## src/verilog/ebdtc_pkg.sv

```systemverilog
// Constants shared by the external bus timing controller files
package ebdtc_pkg;
    // ********************************************************
    // Register byte addresses
    // ********************************************************
    localparam logic [7:0] A_ACS  = 8'h00;
    localparam logic [7:0] A_WAIT = 8'h04;
    localparam logic [7:0] A_BIC  = 8'h08;
    localparam logic [7:0] A_RST  = 8'h0C;
    localparam logic [7:0] A_DIC  = 8'h10;
    localparam logic [7:0] A_DAT  = 8'h14;
    localparam logic [7:0] A_REF  = 8'h18;
    localparam logic [7:0] A_CNT  = 8'h1C;
    localparam logic [7:0] A_COR  = 8'h20;
    // ********************************************************
    // Reset values
    // ********************************************************
    localparam logic [7:0]  ACS_RST  = 8'hFF;
    localparam logic [2:0]  WAIT_RST = 3'h7;
    localparam logic [15:0] ZERO16   = 16'h0000;
    localparam logic [7:0]  CNT_RST  = 8'h00;
    localparam logic [7:0]  COR_RST  = 8'hFF;
    // ********************************************************
    // Field positions
    // ********************************************************
    localparam int ACS_AST  = 0;
    localparam int ACS_ABW  = 4;
    localparam int BIC_WRITE_BUFFER_ENABLE = 8;
    localparam int BIC_IDLE = 2;
    localparam int BIC_IDLC = 0;
    localparam int RST_RDN  = 4;
    localparam int DIC_ROW_STROBE_TIMING_SEL = 14;
    localparam int DIC_COLUMN_CYCLE_LENGTH_SEL = 12;
    localparam int DIC_AREA2_DRAM_SELECT = 8;
    localparam int DIC_BRST = 7;
    localparam int DIC_ROW_STROBE_DOWN_MODE = 6;
    localparam int DIC_DDS  = 5;
    localparam int DIC_MXC  = 0;
    localparam int DAT_TPC  = 4;
    localparam int DAT_RCD  = 0;
    localparam int REF_FLAG = 15;
    localparam int REF_EN   = 7;
    localparam int ROW_BASE = 8;
    localparam logic [1:0] DRAM_AREA = 2'd2;
    // ********************************************************
    // Sequencer states
    // ********************************************************
    typedef enum logic [10:0] {
        S_IDLE = 11'h001, S_GAP = 11'h002, S_T1  = 11'h004,
        S_TW   = 11'h008, S_TL  = 11'h010, S_PRE = 11'h020,
        S_ROW  = 11'h040, S_RCD = 11'h080, S_COL = 11'h100,
        S_RFC  = 11'h200, S_RFR = 11'h400
    } ebdtc_state_e;
endpackage

```

## src/verilog/ebdtc_ref_if.sv

```systemverilog
// Link between the controller and its refresh timer
interface ebdtc_ref_if;
    logic       tick;
    logic       cnt_we;
    logic       cor_we;
    logic [7:0] wdata;
    logic [7:0] cnt;
    logic [7:0] cor;
    logic       match;
    modport ctrl (output tick, cnt_we, cor_we, wdata, input cnt, cor, match);
    modport tmr  (input tick, cnt_we, cor_we, wdata, output cnt, cor, match);
endinterface

```

## src/verilog/ebdtc_refresh_timer.sv

```systemverilog
// Refresh counter and time constant with compare match
module ebdtc_refresh_timer
    import ebdtc_pkg::*;
(
    input  wire logic clock_i,
    input  wire logic reset_i,
    ebdtc_ref_if.tmr  rif
);
    logic [7:0] cnt_r;
    logic [7:0] cor_r;

    assign rif.match = (cnt_r == cor_r);
    assign rif.cnt   = cnt_r;
    assign rif.cor   = cor_r;

    // ********************************************************
    // Counter
    // ********************************************************
    always_ff @(posedge clock_i or posedge reset_i) begin
        if (reset_i) begin
            cnt_r <= CNT_RST;
        end else if (rif.cnt_we) begin
            cnt_r <= rif.wdata;
        end else if (rif.match) begin
            cnt_r <= CNT_RST;
        end else if (rif.tick) begin
            cnt_r <= cnt_r + 8'h01;
        end
    end

    always_ff @(posedge clock_i or posedge reset_i) begin
        if (reset_i) begin
            cor_r <= COR_RST;
        end else if (rif.cor_we) begin
            cor_r <= rif.wdata;
        end
    end

    property p_match_clear;
        @(posedge clock_i) disable iff (reset_i)
        rif.match && !rif.cnt_we |=> cnt_r == CNT_RST;
    endproperty
    a_match_clear: assert property (p_match_clear) else $error("counter not cleared");
endmodule

```

## src/verilog/ebdtc_ctrl.sv

```systemverilog
// External bus and DRAM timing controller, top level
// ********************************************************
// ********************************************************
module ebdtc_ctrl
    import ebdtc_pkg::*;
(
    input  wire logic        clock_i,
    input  wire logic        reset_i,
    input  wire logic [7:0]  reg_addr_i,
    input  wire logic [15:0] reg_wdata_i,
    input  wire logic        reg_wr_i,
    input  wire logic        reg_rd_i,
    output logic      [15:0] reg_rdata_o,
    input  wire logic        refresh_tick_i,
    input  wire logic        req_i,
    input  wire logic        req_write_i,
    input  wire logic [1:0]  req_area_i,
    input  wire logic [23:0] req_addr_i,
    input  wire logic        req_dma_single_i,
    output logic             done_o,
    output logic      [3:0]  cs_n_o,
    output logic             rd_n_o,
    output logic             rd_early_o,
    output logic             wr_n_o,
    output logic             ras_n_o,
    output logic             ras_rise_o,
    output logic             cas_n_o,
    output logic             dma_transfer_ack_o,
    output logic             wbuf_use_o,
    output logic      [23:0] mem_addr_o,
    output logic             compare_match_flag_o
);
    // ********************************************************
    // Registers
    // ********************************************************
    logic [7:0]   acs_r;
    logic [2:0]   wait_r;
    logic [15:0]  bic_r;
    logic [7:0]   rst_r;
    logic [15:0]  dic_r;
    logic [7:0]   dat_r;
    logic [14:0]  ref_r;
    logic         flag_r;
    logic         flag_seen_r;
    logic [15:0]  rdata_r;
    ebdtc_ref_if  rif ();

    ebdtc_refresh_timer u_timer (
        .clock_i (clock_i),
        .reset_i (reset_i),
        .rif     (rif)
    );

    function automatic logic [23:0] row_mask(input logic [2:0] mxc, input logic wide);
        logic [4:0] lo;
        lo = 5'(ROW_BASE) + {2'b00, mxc} + {4'h0, wide};
        row_mask = 24'hFF_FFFF << lo;
    endfunction

    logic wr_hit;
    logic rd_hit;
    assign wr_hit = reg_wr_i;
    assign rd_hit = reg_rd_i;

    assign rif.tick   = refresh_tick_i;
    assign rif.wdata  = reg_wdata_i[7:0];
    assign rif.cnt_we = wr_hit && reg_addr_i == A_CNT;
    assign rif.cor_we = wr_hit && reg_addr_i == A_COR;

    always_ff @(posedge clock_i or posedge reset_i) begin
        if (reset_i) begin
            acs_r  <= ACS_RST;
            wait_r <= WAIT_RST;
            bic_r  <= ZERO16;
            rst_r  <= ZERO16[7:0];
            dic_r  <= ZERO16;
            dat_r  <= ZERO16[7:0];
            ref_r  <= ZERO16[14:0];
        end else if (wr_hit) begin
            case (reg_addr_i)
                A_ACS:   acs_r  <= reg_wdata_i[7:0];
                A_WAIT:  wait_r <= reg_wdata_i[2:0];
                A_BIC:   bic_r  <= reg_wdata_i;
                A_RST:   rst_r  <= reg_wdata_i[7:0];
                A_DIC:   dic_r  <= reg_wdata_i;
                A_DAT:   dat_r  <= reg_wdata_i[7:0];
                A_REF:   ref_r  <= reg_wdata_i[14:0];
                default: acs_r  <= acs_r;
            endcase
        end
    end

    logic rfsh_on;
    logic cbr_done;
    assign rfsh_on = ref_r[REF_EN];

    // Flag: a match in the clearing cycle wins
    always_ff @(posedge clock_i or posedge reset_i) begin
        if (reset_i) begin
            flag_r      <= 1'b0;
            flag_seen_r <= 1'b0;
        end else begin
            if (rd_hit && reg_addr_i == A_REF) begin
                flag_seen_r <= flag_r;
            end
            if (rif.match) begin
                flag_r <= 1'b1;
            end else if (rfsh_on && cbr_done) begin
                flag_r <= 1'b0;
            end else if (!rfsh_on && wr_hit && reg_addr_i == A_REF
                         && !reg_wdata_i[REF_FLAG] && flag_seen_r) begin
                flag_r      <= 1'b0;
                flag_seen_r <= 1'b0;
            end
        end
    end

    always_ff @(posedge clock_i or posedge reset_i) begin
        if (reset_i) begin
            rdata_r <= ZERO16;
        end else if (rd_hit) begin
            case (reg_addr_i)
                A_ACS:   rdata_r <= {8'h00, acs_r};
                A_WAIT:  rdata_r <= {13'h0000, wait_r};
                A_BIC:   rdata_r <= bic_r;
                A_RST:   rdata_r <= {8'h00, rst_r};
                A_DIC:   rdata_r <= dic_r;
                A_DAT:   rdata_r <= {8'h00, dat_r};
                A_REF:   rdata_r <= {flag_r, ref_r};
                A_CNT:   rdata_r <= {8'h00, rif.cnt};
                A_COR:   rdata_r <= {8'h00, rif.cor};
                default: rdata_r <= ZERO16;
            endcase
        end else begin
            rdata_r <= ZERO16;
        end
    end
    assign reg_rdata_o          = rdata_r;
    assign compare_match_flag_o = flag_r;

    // ********************************************************
    // Access sequencer
    // ********************************************************
    ebdtc_state_e st_r;
    ebdtc_state_e st_nxt;
    logic [2:0]   cnt_r;
    logic [2:0]   cnt_nxt;
    logic         ref_pend_r;
    logic         pre_ref_r;
    logic         ras_open_r;
    logic         ras_open_nxt;
    logic [23:0]  row_r;
    logic [23:0]  cur_addr_r;
    logic [1:0]   cur_area_r;
    logic         cur_wr_r;
    logic         cur_single_r;
    logic         buf_r;
    logic         last_ok_r;
    logic [1:0]   last_area_r;
    logic         last_wr_r;
    logic         last_single_r;

    logic         be;
    logic         row_strobe_down_mode;
    logic [1:0]   idle_code;
    logic         is_dram;
    logic         hit;
    logic         idle_need;
    logic         need_gap;
    logic         start;
    logic         start_buf;
    logic         end_acc;
    logic [2:0]   col_len;

    assign be        = dic_r[DIC_BRST];
    assign row_strobe_down_mode      = dic_r[DIC_ROW_STROBE_DOWN_MODE];
    assign idle_code = bic_r[BIC_IDLE+:2];
    assign col_len   = dic_r[DIC_COLUMN_CYCLE_LENGTH_SEL] ? 3'd2 : 3'd1;
    assign is_dram   = req_area_i == DRAM_AREA && dic_r[DIC_AREA2_DRAM_SELECT];
    // burst only on open same row
    assign hit = ras_open_r && is_dram && be && (!req_dma_single_i || dic_r[DIC_DDS])
                 && ((req_addr_i ^ row_r)
                     & row_mask(dic_r[DIC_MXC+:3], !acs_r[ACS_ABW + 32'(req_area_i)])) == 24'h0;
    assign idle_need = last_ok_r && (
        (idle_code != 2'b00 && (last_single_r
            || (!req_write_i && !last_wr_r && req_area_i != last_area_r)))
        || (idle_code[1] && req_write_i && !last_wr_r)
        || (idle_code == 2'b11 && !req_write_i && last_wr_r));
    // single idle state to end held row
    assign need_gap  = idle_need || (ras_open_r && row_strobe_down_mode && is_dram && !hit);
    assign start     = st_r == S_IDLE && !ref_pend_r && req_i && !need_gap;
    // buffered writes release the master at once
    assign start_buf = start && bic_r[BIC_WRITE_BUFFER_ENABLE] && (req_write_i || req_dma_single_i);
    assign end_acc   = st_r == S_TL || (st_r == S_COL && cnt_r == 3'd0);
    assign cbr_done  = st_r == S_RFR;
    assign done_o    = start_buf || (end_acc && !buf_r);

    // Take-cycle pins must follow the new request, not the previous access
    logic        eff_wr;
    logic        eff_single;
    logic        eff_buf;
    logic [1:0]  eff_area;
    logic [23:0] eff_addr;
    assign eff_wr     = start ? req_write_i : cur_wr_r;
    assign eff_single = start ? req_dma_single_i : cur_single_r;
    assign eff_buf    = start ? start_buf : buf_r;
    assign eff_area   = start ? req_area_i : cur_area_r;
    assign eff_addr   = start ? req_addr_i : cur_addr_r;

    always_comb begin
        st_nxt  = st_r;
        cnt_nxt = cnt_r;
        if (cnt_r != 3'd0) begin
            cnt_nxt = cnt_r - 3'd1;
        end
        case (st_r)
            S_IDLE: begin
                if (ref_pend_r) begin
                    st_nxt  = S_PRE;
                    cnt_nxt = 3'(dat_r[DAT_TPC+:2]);
                end else if (req_i && need_gap) begin
                    st_nxt  = S_GAP;
                    cnt_nxt = idle_need ? 3'(bic_r[BIC_IDLC+:2]) : 3'd0;
                end else if (req_i && hit) begin
                    st_nxt  = S_COL;
                    cnt_nxt = col_len;
                end else if (req_i && is_dram) begin
                    st_nxt  = S_PRE;
                    cnt_nxt = 3'(dat_r[DAT_TPC+:2]);
                end else if (req_i) begin
                    st_nxt  = S_T1;
                end
            end
            S_GAP:   st_nxt = (cnt_r == 3'd0) ? S_IDLE : S_GAP;
            S_T1: begin
                if (acs_r[ACS_AST + 32'(cur_area_r)]) begin
                    st_nxt  = S_TW;
                    cnt_nxt = (cur_area_r == 2'd0) ? wait_r : 3'd0;
                end else begin
                    st_nxt  = S_TL;
                end
            end
            S_TW:    st_nxt = (cnt_r == 3'd0) ? S_TL : S_TW;
            S_TL:    st_nxt = S_IDLE;
            S_PRE:   st_nxt = (cnt_r != 3'd0) ? S_PRE : (pre_ref_r ? S_RFC : S_ROW);
            S_ROW: begin
                if (dat_r[DAT_RCD+:2] != 2'b00) begin
                    st_nxt  = S_RCD;
                    cnt_nxt = 3'(dat_r[DAT_RCD+:2]) - 3'd1;
                end else begin
                    st_nxt  = S_COL;
                    cnt_nxt = col_len;
                end
            end
            S_RCD: begin
                if (cnt_r == 3'd0) begin
                    st_nxt  = S_COL;
                    cnt_nxt = col_len;
                end
            end
            S_COL:   st_nxt = (cnt_r == 3'd0) ? S_IDLE : S_COL;
            S_RFC:   st_nxt = S_RFR;
            S_RFR:   st_nxt = S_IDLE;
            default: st_nxt = S_IDLE;
        endcase
    end

    // held row closes unless down mode or a same-row burst keeps it
    always_comb begin
        ras_open_nxt = ras_open_r;
        if (st_r == S_COL && cnt_r == 3'd0) begin
            ras_open_nxt = be;
        end else if (!be || st_nxt == S_PRE || st_r == S_GAP) begin
            ras_open_nxt = 1'b0;
        end else if (!row_strobe_down_mode && !(st_nxt == S_COL || st_r == S_COL)) begin
            ras_open_nxt = 1'b0;
        end
    end

    always_ff @(posedge clock_i or posedge reset_i) begin
        if (reset_i) begin
            st_r       <= S_IDLE;
            cnt_r      <= 3'd0;
            ras_open_r <= 1'b0;
        end else begin
            st_r       <= st_nxt;
            cnt_r      <= cnt_nxt;
            ras_open_r <= ras_open_nxt;
        end
    end

    always_ff @(posedge clock_i or posedge reset_i) begin
        if (reset_i) begin
            ref_pend_r <= 1'b0;
            pre_ref_r  <= 1'b0;
        end else begin
            if (rif.match && rfsh_on) begin
                ref_pend_r <= 1'b1;
            end else if (st_r == S_IDLE && ref_pend_r) begin
                ref_pend_r <= 1'b0;
            end
            if (st_r == S_IDLE) begin
                pre_ref_r <= ref_pend_r;
            end
        end
    end

    always_ff @(posedge clock_i or posedge reset_i) begin
        if (reset_i) begin
            cur_addr_r    <= 24'h00_0000;
            row_r         <= 24'h00_0000;
            cur_area_r    <= 2'd0;
            cur_wr_r      <= 1'b0;
            cur_single_r  <= 1'b0;
            buf_r         <= 1'b0;
            last_ok_r     <= 1'b0;
            last_area_r   <= 2'd0;
            last_wr_r     <= 1'b0;
            last_single_r <= 1'b0;
        end else if (start) begin
            cur_addr_r    <= req_addr_i;
            cur_area_r    <= req_area_i;
            cur_wr_r      <= req_write_i;
            cur_single_r  <= req_dma_single_i;
            buf_r         <= start_buf;
            last_ok_r     <= 1'b1;
            last_area_r   <= req_area_i;
            last_wr_r     <= req_write_i;
            last_single_r <= req_dma_single_i;
            if (is_dram) begin
                row_r <= req_addr_i;
            end
        end else if (st_r == S_GAP && cnt_r == 3'd0) begin
            last_ok_r <= 1'b0;
        end
    end

    // ********************************************************
    // Pin outputs, registered from next state
    // ********************************************************
    logic norm_n;
    logic dram_n;
    logic ack_n;
    assign norm_n = st_nxt == S_T1 || st_nxt == S_TW || st_nxt == S_TL;
    assign dram_n = st_nxt == S_ROW || st_nxt == S_RCD || st_nxt == S_COL;
    // option delays acknowledge to the column phase
    assign ack_n  = dic_r[DIC_DDS] ? st_nxt == S_COL : (norm_n || dram_n);

    always_ff @(posedge clock_i or posedge reset_i) begin
        if (reset_i) begin
            cs_n_o             <= 4'hF;
            rd_n_o             <= 1'b1;
            rd_early_o         <= 1'b0;
            wr_n_o             <= 1'b1;
            ras_n_o            <= 1'b1;
            ras_rise_o         <= 1'b0;
            cas_n_o            <= 1'b1;
            dma_transfer_ack_o <= 1'b0;
            wbuf_use_o         <= 1'b0;
            mem_addr_o         <= 24'h00_0000;
        end else begin
            cs_n_o     <= norm_n ? ~(4'h1 << eff_area) : 4'hF;
            rd_n_o     <= !((norm_n || st_nxt == S_COL) && !eff_wr);
            // pad logic negates half a state early
            rd_early_o <= norm_n && !eff_wr && rst_r[RST_RDN + 32'(eff_area)];
            wr_n_o     <= !(eff_wr && (st_nxt == S_TW || st_nxt == S_TL
                                       || st_nxt == S_COL));
            ras_n_o    <= !(dram_n || st_nxt == S_RFR || ras_open_nxt);
            ras_rise_o <= dic_r[DIC_ROW_STROBE_TIMING_SEL];
            cas_n_o    <= !(st_nxt == S_COL || st_nxt == S_RFC || st_nxt == S_RFR);
            dma_transfer_ack_o <= eff_single && ack_n;
            wbuf_use_o <= eff_buf && (norm_n || dram_n);
            // row shift by 8 plus code
            if (st_nxt == S_ROW || st_nxt == S_RCD) begin
                mem_addr_o <= eff_addr >> (ROW_BASE + 32'(dic_r[DIC_MXC+:2]));
            end else begin
                mem_addr_o <= eff_addr;
            end
        end
    end

    // ********************************************************
    // Checks
    // ********************************************************
    property p_area0_wait;
        @(posedge clock_i) disable iff (reset_i)
        st_r == S_T1 && cur_area_r == 2'd0 && acs_r[ACS_AST]
        |=> st_r == S_TW && cnt_r == $past(wait_r);
    endproperty
    a_area0_wait: assert property (p_area0_wait) else $error("area 0 wait count");
    property p_buf_done;
        @(posedge clock_i) disable iff (reset_i)
        start && bic_r[BIC_WRITE_BUFFER_ENABLE] && req_write_i |-> done_o ##1 !done_o [*2];
    endproperty
    a_buf_done: assert property (p_buf_done) else $error("buffered write release");
    property p_idle_len;
        @(posedge clock_i) disable iff (reset_i)
        st_r == S_IDLE && req_i && !ref_pend_r && idle_need
        |=> st_r == S_GAP && cnt_r == $past(3'(bic_r[BIC_IDLC+:2]));
    endproperty
    a_idle_len: assert property (p_idle_len) else $error("idle state count");
    property p_pre_len;
        @(posedge clock_i) disable iff (reset_i)
        st_r != S_PRE ##1 st_r == S_PRE |-> cnt_r == 3'(dat_r[DAT_TPC+:2]);
    endproperty
    a_pre_len: assert property (p_pre_len) else $error("precharge length");
    property p_col_len;
        @(posedge clock_i) disable iff (reset_i)
        st_r == S_ROW && dat_r[DAT_RCD+:2] == 2'b00 |=> st_r == S_COL && cnt_r == $past(col_len);
    endproperty
    a_col_len: assert property (p_col_len) else $error("column length");
    property p_rcd;
        @(posedge clock_i) disable iff (reset_i)
        st_r == S_ROW && dat_r[DAT_RCD+:2] == 2'b10 |=> st_r == S_RCD ##2 st_r == S_COL;
    endproperty
    a_rcd: assert property (p_rcd) else $error("row to column wait");
    property p_up_close;
        @(posedge clock_i) disable iff (reset_i)
        ras_open_r && !row_strobe_down_mode && st_r == S_IDLE && st_nxt != S_COL |=> !ras_open_r && ras_n_o;
    endproperty
    a_up_close: assert property (p_up_close) else $error("row strobe not raised");
    property p_flag_set;
        @(posedge clock_i) disable iff (reset_i)
        rif.match |=> flag_r;
    endproperty
    a_flag_set: assert property (p_flag_set) else $error("match flag not set");
endmodule

```

## config.mk

```make
export PLATFORM = sky130hd
export DESIGN_NAME = ebdtc_ctrl
export DESIGN_NICKNAME = d
export VERILOG_FILES = /design/src/verilog/ebdtc_pkg.sv /design/src/verilog/ebdtc_ref_if.sv /design/src/verilog/ebdtc_refresh_timer.sv /design/src/verilog/ebdtc_ctrl.sv
export SDC_FILE = /design/constraint.sdc
export NUM_CORES = 1
export LEC_CHECK = 0
export ABC_CLOCK_PERIOD_IN_PS = 10500
export BUFFER_PORTS_ARGS = -buffer_cell sky130_fd_sc_hd__buf_4
export CORE_MARGIN = 2
export CORE_UTILIZATION = 47
export DETAILED_ROUTE_END_ITERATION = 7
export GPL_ROUTABILITY_DRIVEN = 0
export GPL_TIMING_DRIVEN = 0
export PLACE_DENSITY = 0.66
export SKIP_CTS_REPAIR_TIMING = 1
export SLEW_MARGIN = 20
export SYNTH_ARGS = -nofsm -noshare
export SYNTH_HDL_FRONTEND = slang
export SYNTH_SLANG_ARGS = --single-unit
```

## constraint.sdc

```tcl
create_clock -name clock_i -period 10.5 [get_ports clock_i]
set_clock_uncertainty 0.15 [all_clocks]
set_input_delay 1.05 -clock clock_i [delete_from_list [all_inputs] [get_ports clock_i]]
set_output_delay 1.05 -clock clock_i [all_outputs]
set_load 0.01 [all_outputs]
```

==> impl_metrics.env <==
export IMPL_ys_warn_count=0
export IMPL_numCtsBuffers=24
export IMPL_num_rows=54
export IMPL_hold_class="reg2reg"
export IMPL_cp_required_ns=9.30
export IMPL_yosysMostFrequentCell="dfrtp_1"
export IMPL_rrSetupSlack_ns=6.15
export IMPL_min_period_ns=5.51
export IMPL_layout_setup_ws_ns=4.99
export IMPL_clock_path_buffers=3
export IMPL_synthArstFlopShare_pct=100
export IMPL_grt_pass1_vias=7722
export IMPL_synth_distinct_cells=76
export IMPL_synth_net_count=944
export IMPL_period_share_pct=52.5
export IMPL_drtPass1Iterations=5
export IMPL_hold_path_startpoint="dic_r[14]"
export IMPL_avgRoutedWirePerCell_um=20.8
export IMPL_cp_max_fo=10
export IMPL_core_mm2=0.0218
export IMPL_track_usage_pct=23.4
export IMPL_pre_cts_ws_ns=5.01
export IMPL_dp_hpwl_um=19800
export IMPL_synth_top_area_share_pct=46.0
export IMPL_synth_top_family_by_area="multiplexers"
export IMPL_synth_area_leader_cell="dfrtp_1"
export IMPL_overflow=0
export IMPL_synthMuxAreaShare_pct=16.8
export IMPL_io_pins=112
export IMPL_crit_start="req_area_i[0]"
export IMPL_seq_area_frac_synth_pct=53.1
export IMPL_critPathCaptureType="primary output"
export IMPL_clk_pin_slew_ns=0.06
export IMPL_fin_setup_tns_ns=0
export IMPL_status="completed"
export IMPL_syn_avg_cell_area_um2=11.8
export IMPL_ys_seq_elements=219
export IMPL_synth_area_top_cells="dfrtp_1 46%, mux2_2 12%, dfstp_2 7.1%"
export IMPL_drt_total_wl_um=27400
export IMPL_synth_compound_area_share_pct=12.2
export IMPL_antenna_left=0
export IMPL_crit_path_top_delay_cell="mux4_2"
export IMPL_vias_per_cell=5.86
export IMPL_critPathArrivalTime_ns=4.31
export IMPL_rsz0062_at_grt="false"
export IMPL_rr_startpoint="acs_r[6]"
export IMPL_h_tree_depth=1
export IMPL_drc_errors=0
export IMPL_synth_simple_gate_area_share_pct=11.1
export IMPL_die_y_um=153
export IMPL_grt_max_degree=88
export IMPL_synthCells=880
export IMPL_synth_edf_count=0
export IMPL_clockRootBuffer="clkbuf_16"
export IMPL_synth_area_mm2=0.0104
export IMPL_worstHoldPathCells=0
export IMPL_cellPowerDensity_mw_per_mm2=234
export IMPL_drive_gt1_share_pct=32.4
export IMPL_min_to="ras_rise_o"
export IMPL_drv_slew=0
export IMPL_start_util_pct=47.7
export IMPL_vias=7704
export IMPL_synth_commonest_cells="191 x dfrtp_1, 115 x mux2_2, 70 x nor2_1"
export IMPL_drt_iter0_drc=580
export IMPL_fp_dieW_um=153
export IMPL_worst_pin_slew_ns=0.969
export IMPL_vdd_drop_max_uv=129
export IMPL_max_stage_delay_ns=0.52
export IMPL_syn2layout_area_growth_pct=19.8
export IMPL_setup_violations=0
export IMPL_clk_latency_ns=0.53
export IMPL_antenna_found_initial=0
export IMPL_grt_pass1_wl_um=43500
export IMPL_cp_common_cell="buf_4"
export IMPL_cts_tree="yes"
export IMPL_yosys_most_used_dff="dfrtp_1"
export IMPL_finalPower_mw=2.91
export IMPL_p_leak_nw=5.63
export IMPL_finish_utilization_pct=57.2
export IMPL_nets=1081
export IMPL_slew_headroom_pct=35.2
export IMPL_synthXorXnorAreaFrac_pct=3.54
export IMPL_dieArea_mm2=0.0233
export IMPL_timing_rr_end="mem_addr_o[5]"
export IMPL_cts_sinks=219
export IMPL_numPortBuffers=109
export IMPL_startpoint_type="input pin"
export IMPL_hold_viol=0
export IMPL_path_class="in2out"
export IMPL_fmax_ghz=0.181
export IMPL_n_antenna_cell=0
export IMPL_maxCapViolations=0
export IMPL_reg2regPathDepth=17
export IMPL_crit_chain="buf_4 -> mux4_2 -> inv_1 -> ha_1 -> and2_1 -> ha_1 -> buf_4 -> nor2_1 -> a22oi_1 -> a41oi_1 -> a21oi_1 -> a41o_1 -> a21boi_2 -> nor3_1 -> a21o_1 -> buf_4"
export IMPL_yosys_area_share_adder_pct=0.723
[sequential cells by signal (all words and copies together), names as in the netlist, 2 cells and up]
signal / count
acs_r: 8
bic_r: 16
cnt_r: 3
cs_n_o: 4
cur_addr_r: 24
cur_area_r: 2
dat_r: 8
dic_r: 16
last_area_r: 2
mem_addr_o: 24
ref_r: 15
reg_rdata_o: 16
row_r: 24
rst_r: 8
st_r: 11
u_timer.rif.cnt: 8
u_timer.rif.cor: 8
wait_r: 3
[final cells by class]
class                      instances  area [µm²]
fill                            1870        9320
sequential                       219        5520
multi-input combinational        598        4600
timing repair buffer             111         873
clock buffer                      36         716
tap                              280         350
buffer                            32         146
inverter                          31         124
clock inverter                     8         106
[power breakdown]
part | switching [mW] | internal (mW) | total [mW] | leakage [nW]
Clock | 0.344 | 0.521 | 0.865 | 0.399
Combinational | 0.500 | 0.407 | 0.907 | 2.44
Sequential | 0.104 | 1.03 | 1.14 | 2.79
[through the flow]
step / instances / hold WS [ns] / instance area [µm²]
after floorplan: 880 / 0.218 / 10400
after global placement: 1269 / 0.238 / 11500
after detailed placement: 1271 / 0.240 / 11600
after CTS: 1315 / 0.260 / 12400
after global routing: 1315 / 0.285 / 12400
final: 1315 / 0.262 / 12400
[critical path, delay by kind of cell]
| kind | cells | cell delay, ns |
|---|---|---|
| simple gates | 3 | 0.44 |
| buf+inv | 4 | 0.58 |
| compound gates | 6 | 1.34 |
| mux | 1 | 0.52 |
| fa+ha+maj | 2 | 0.39 |
[cells in the final DEF (no fill, tap or decap), types with 13 or more instances in the layout]
master / count
a21oi_1: 20
a221o_1: 13
a22oi_1: 16
a31oi_1: 13
buf_4: 111
clkbuf_1: 27
clkbuf_16: 24
dfrtp_1: 191
dfstp_2: 28
inv_1: 30
mux2_2: 115
mux2i_1: 20
mux2i_2: 13
nand2_1: 59
nand3_1: 19
nor2_1: 70
nor2b_1: 16
o21ai_0: 31
xnor2_1: 30
[worst max-delay path by stage]
stage | endpoint | slack [ns] | cells past startpoint
3_3_place_gp | u_timer.rif.cnt[3] | 0.90 | 2
6_report | done_o | 4.99 | 16
4_1_cts | done_o | 4.98 | 16
3_5_place_dp | done_o | 5.01 | 16
5_1_grt | done_o | 4.73 | 16
2_1_floorplan | bic_r[0] | 3.35 | 1
[cell families after synthesis]
group / after synthesis
AOI/OAI and AO/OA: 170
xor gates and xnor gates: 42
adders and majority gates: 6
buffers and inverters: 63
DFF: 219
muxes: 151
and+or+nand+nor: 229
[per-layer routing]
metal | track usage (%) | up-vias | share of wire, %
met2 | 38.3 | 261 | 48
li1 | - | 3510 | -
met1 | 31.9 | 3872 | 44
met5 | 0 | - | 0
met3 | 3.47 | 61 | 5.2
met4 | 8.55 | 0 | 3.4
Power figures use the tool's default switching activity.
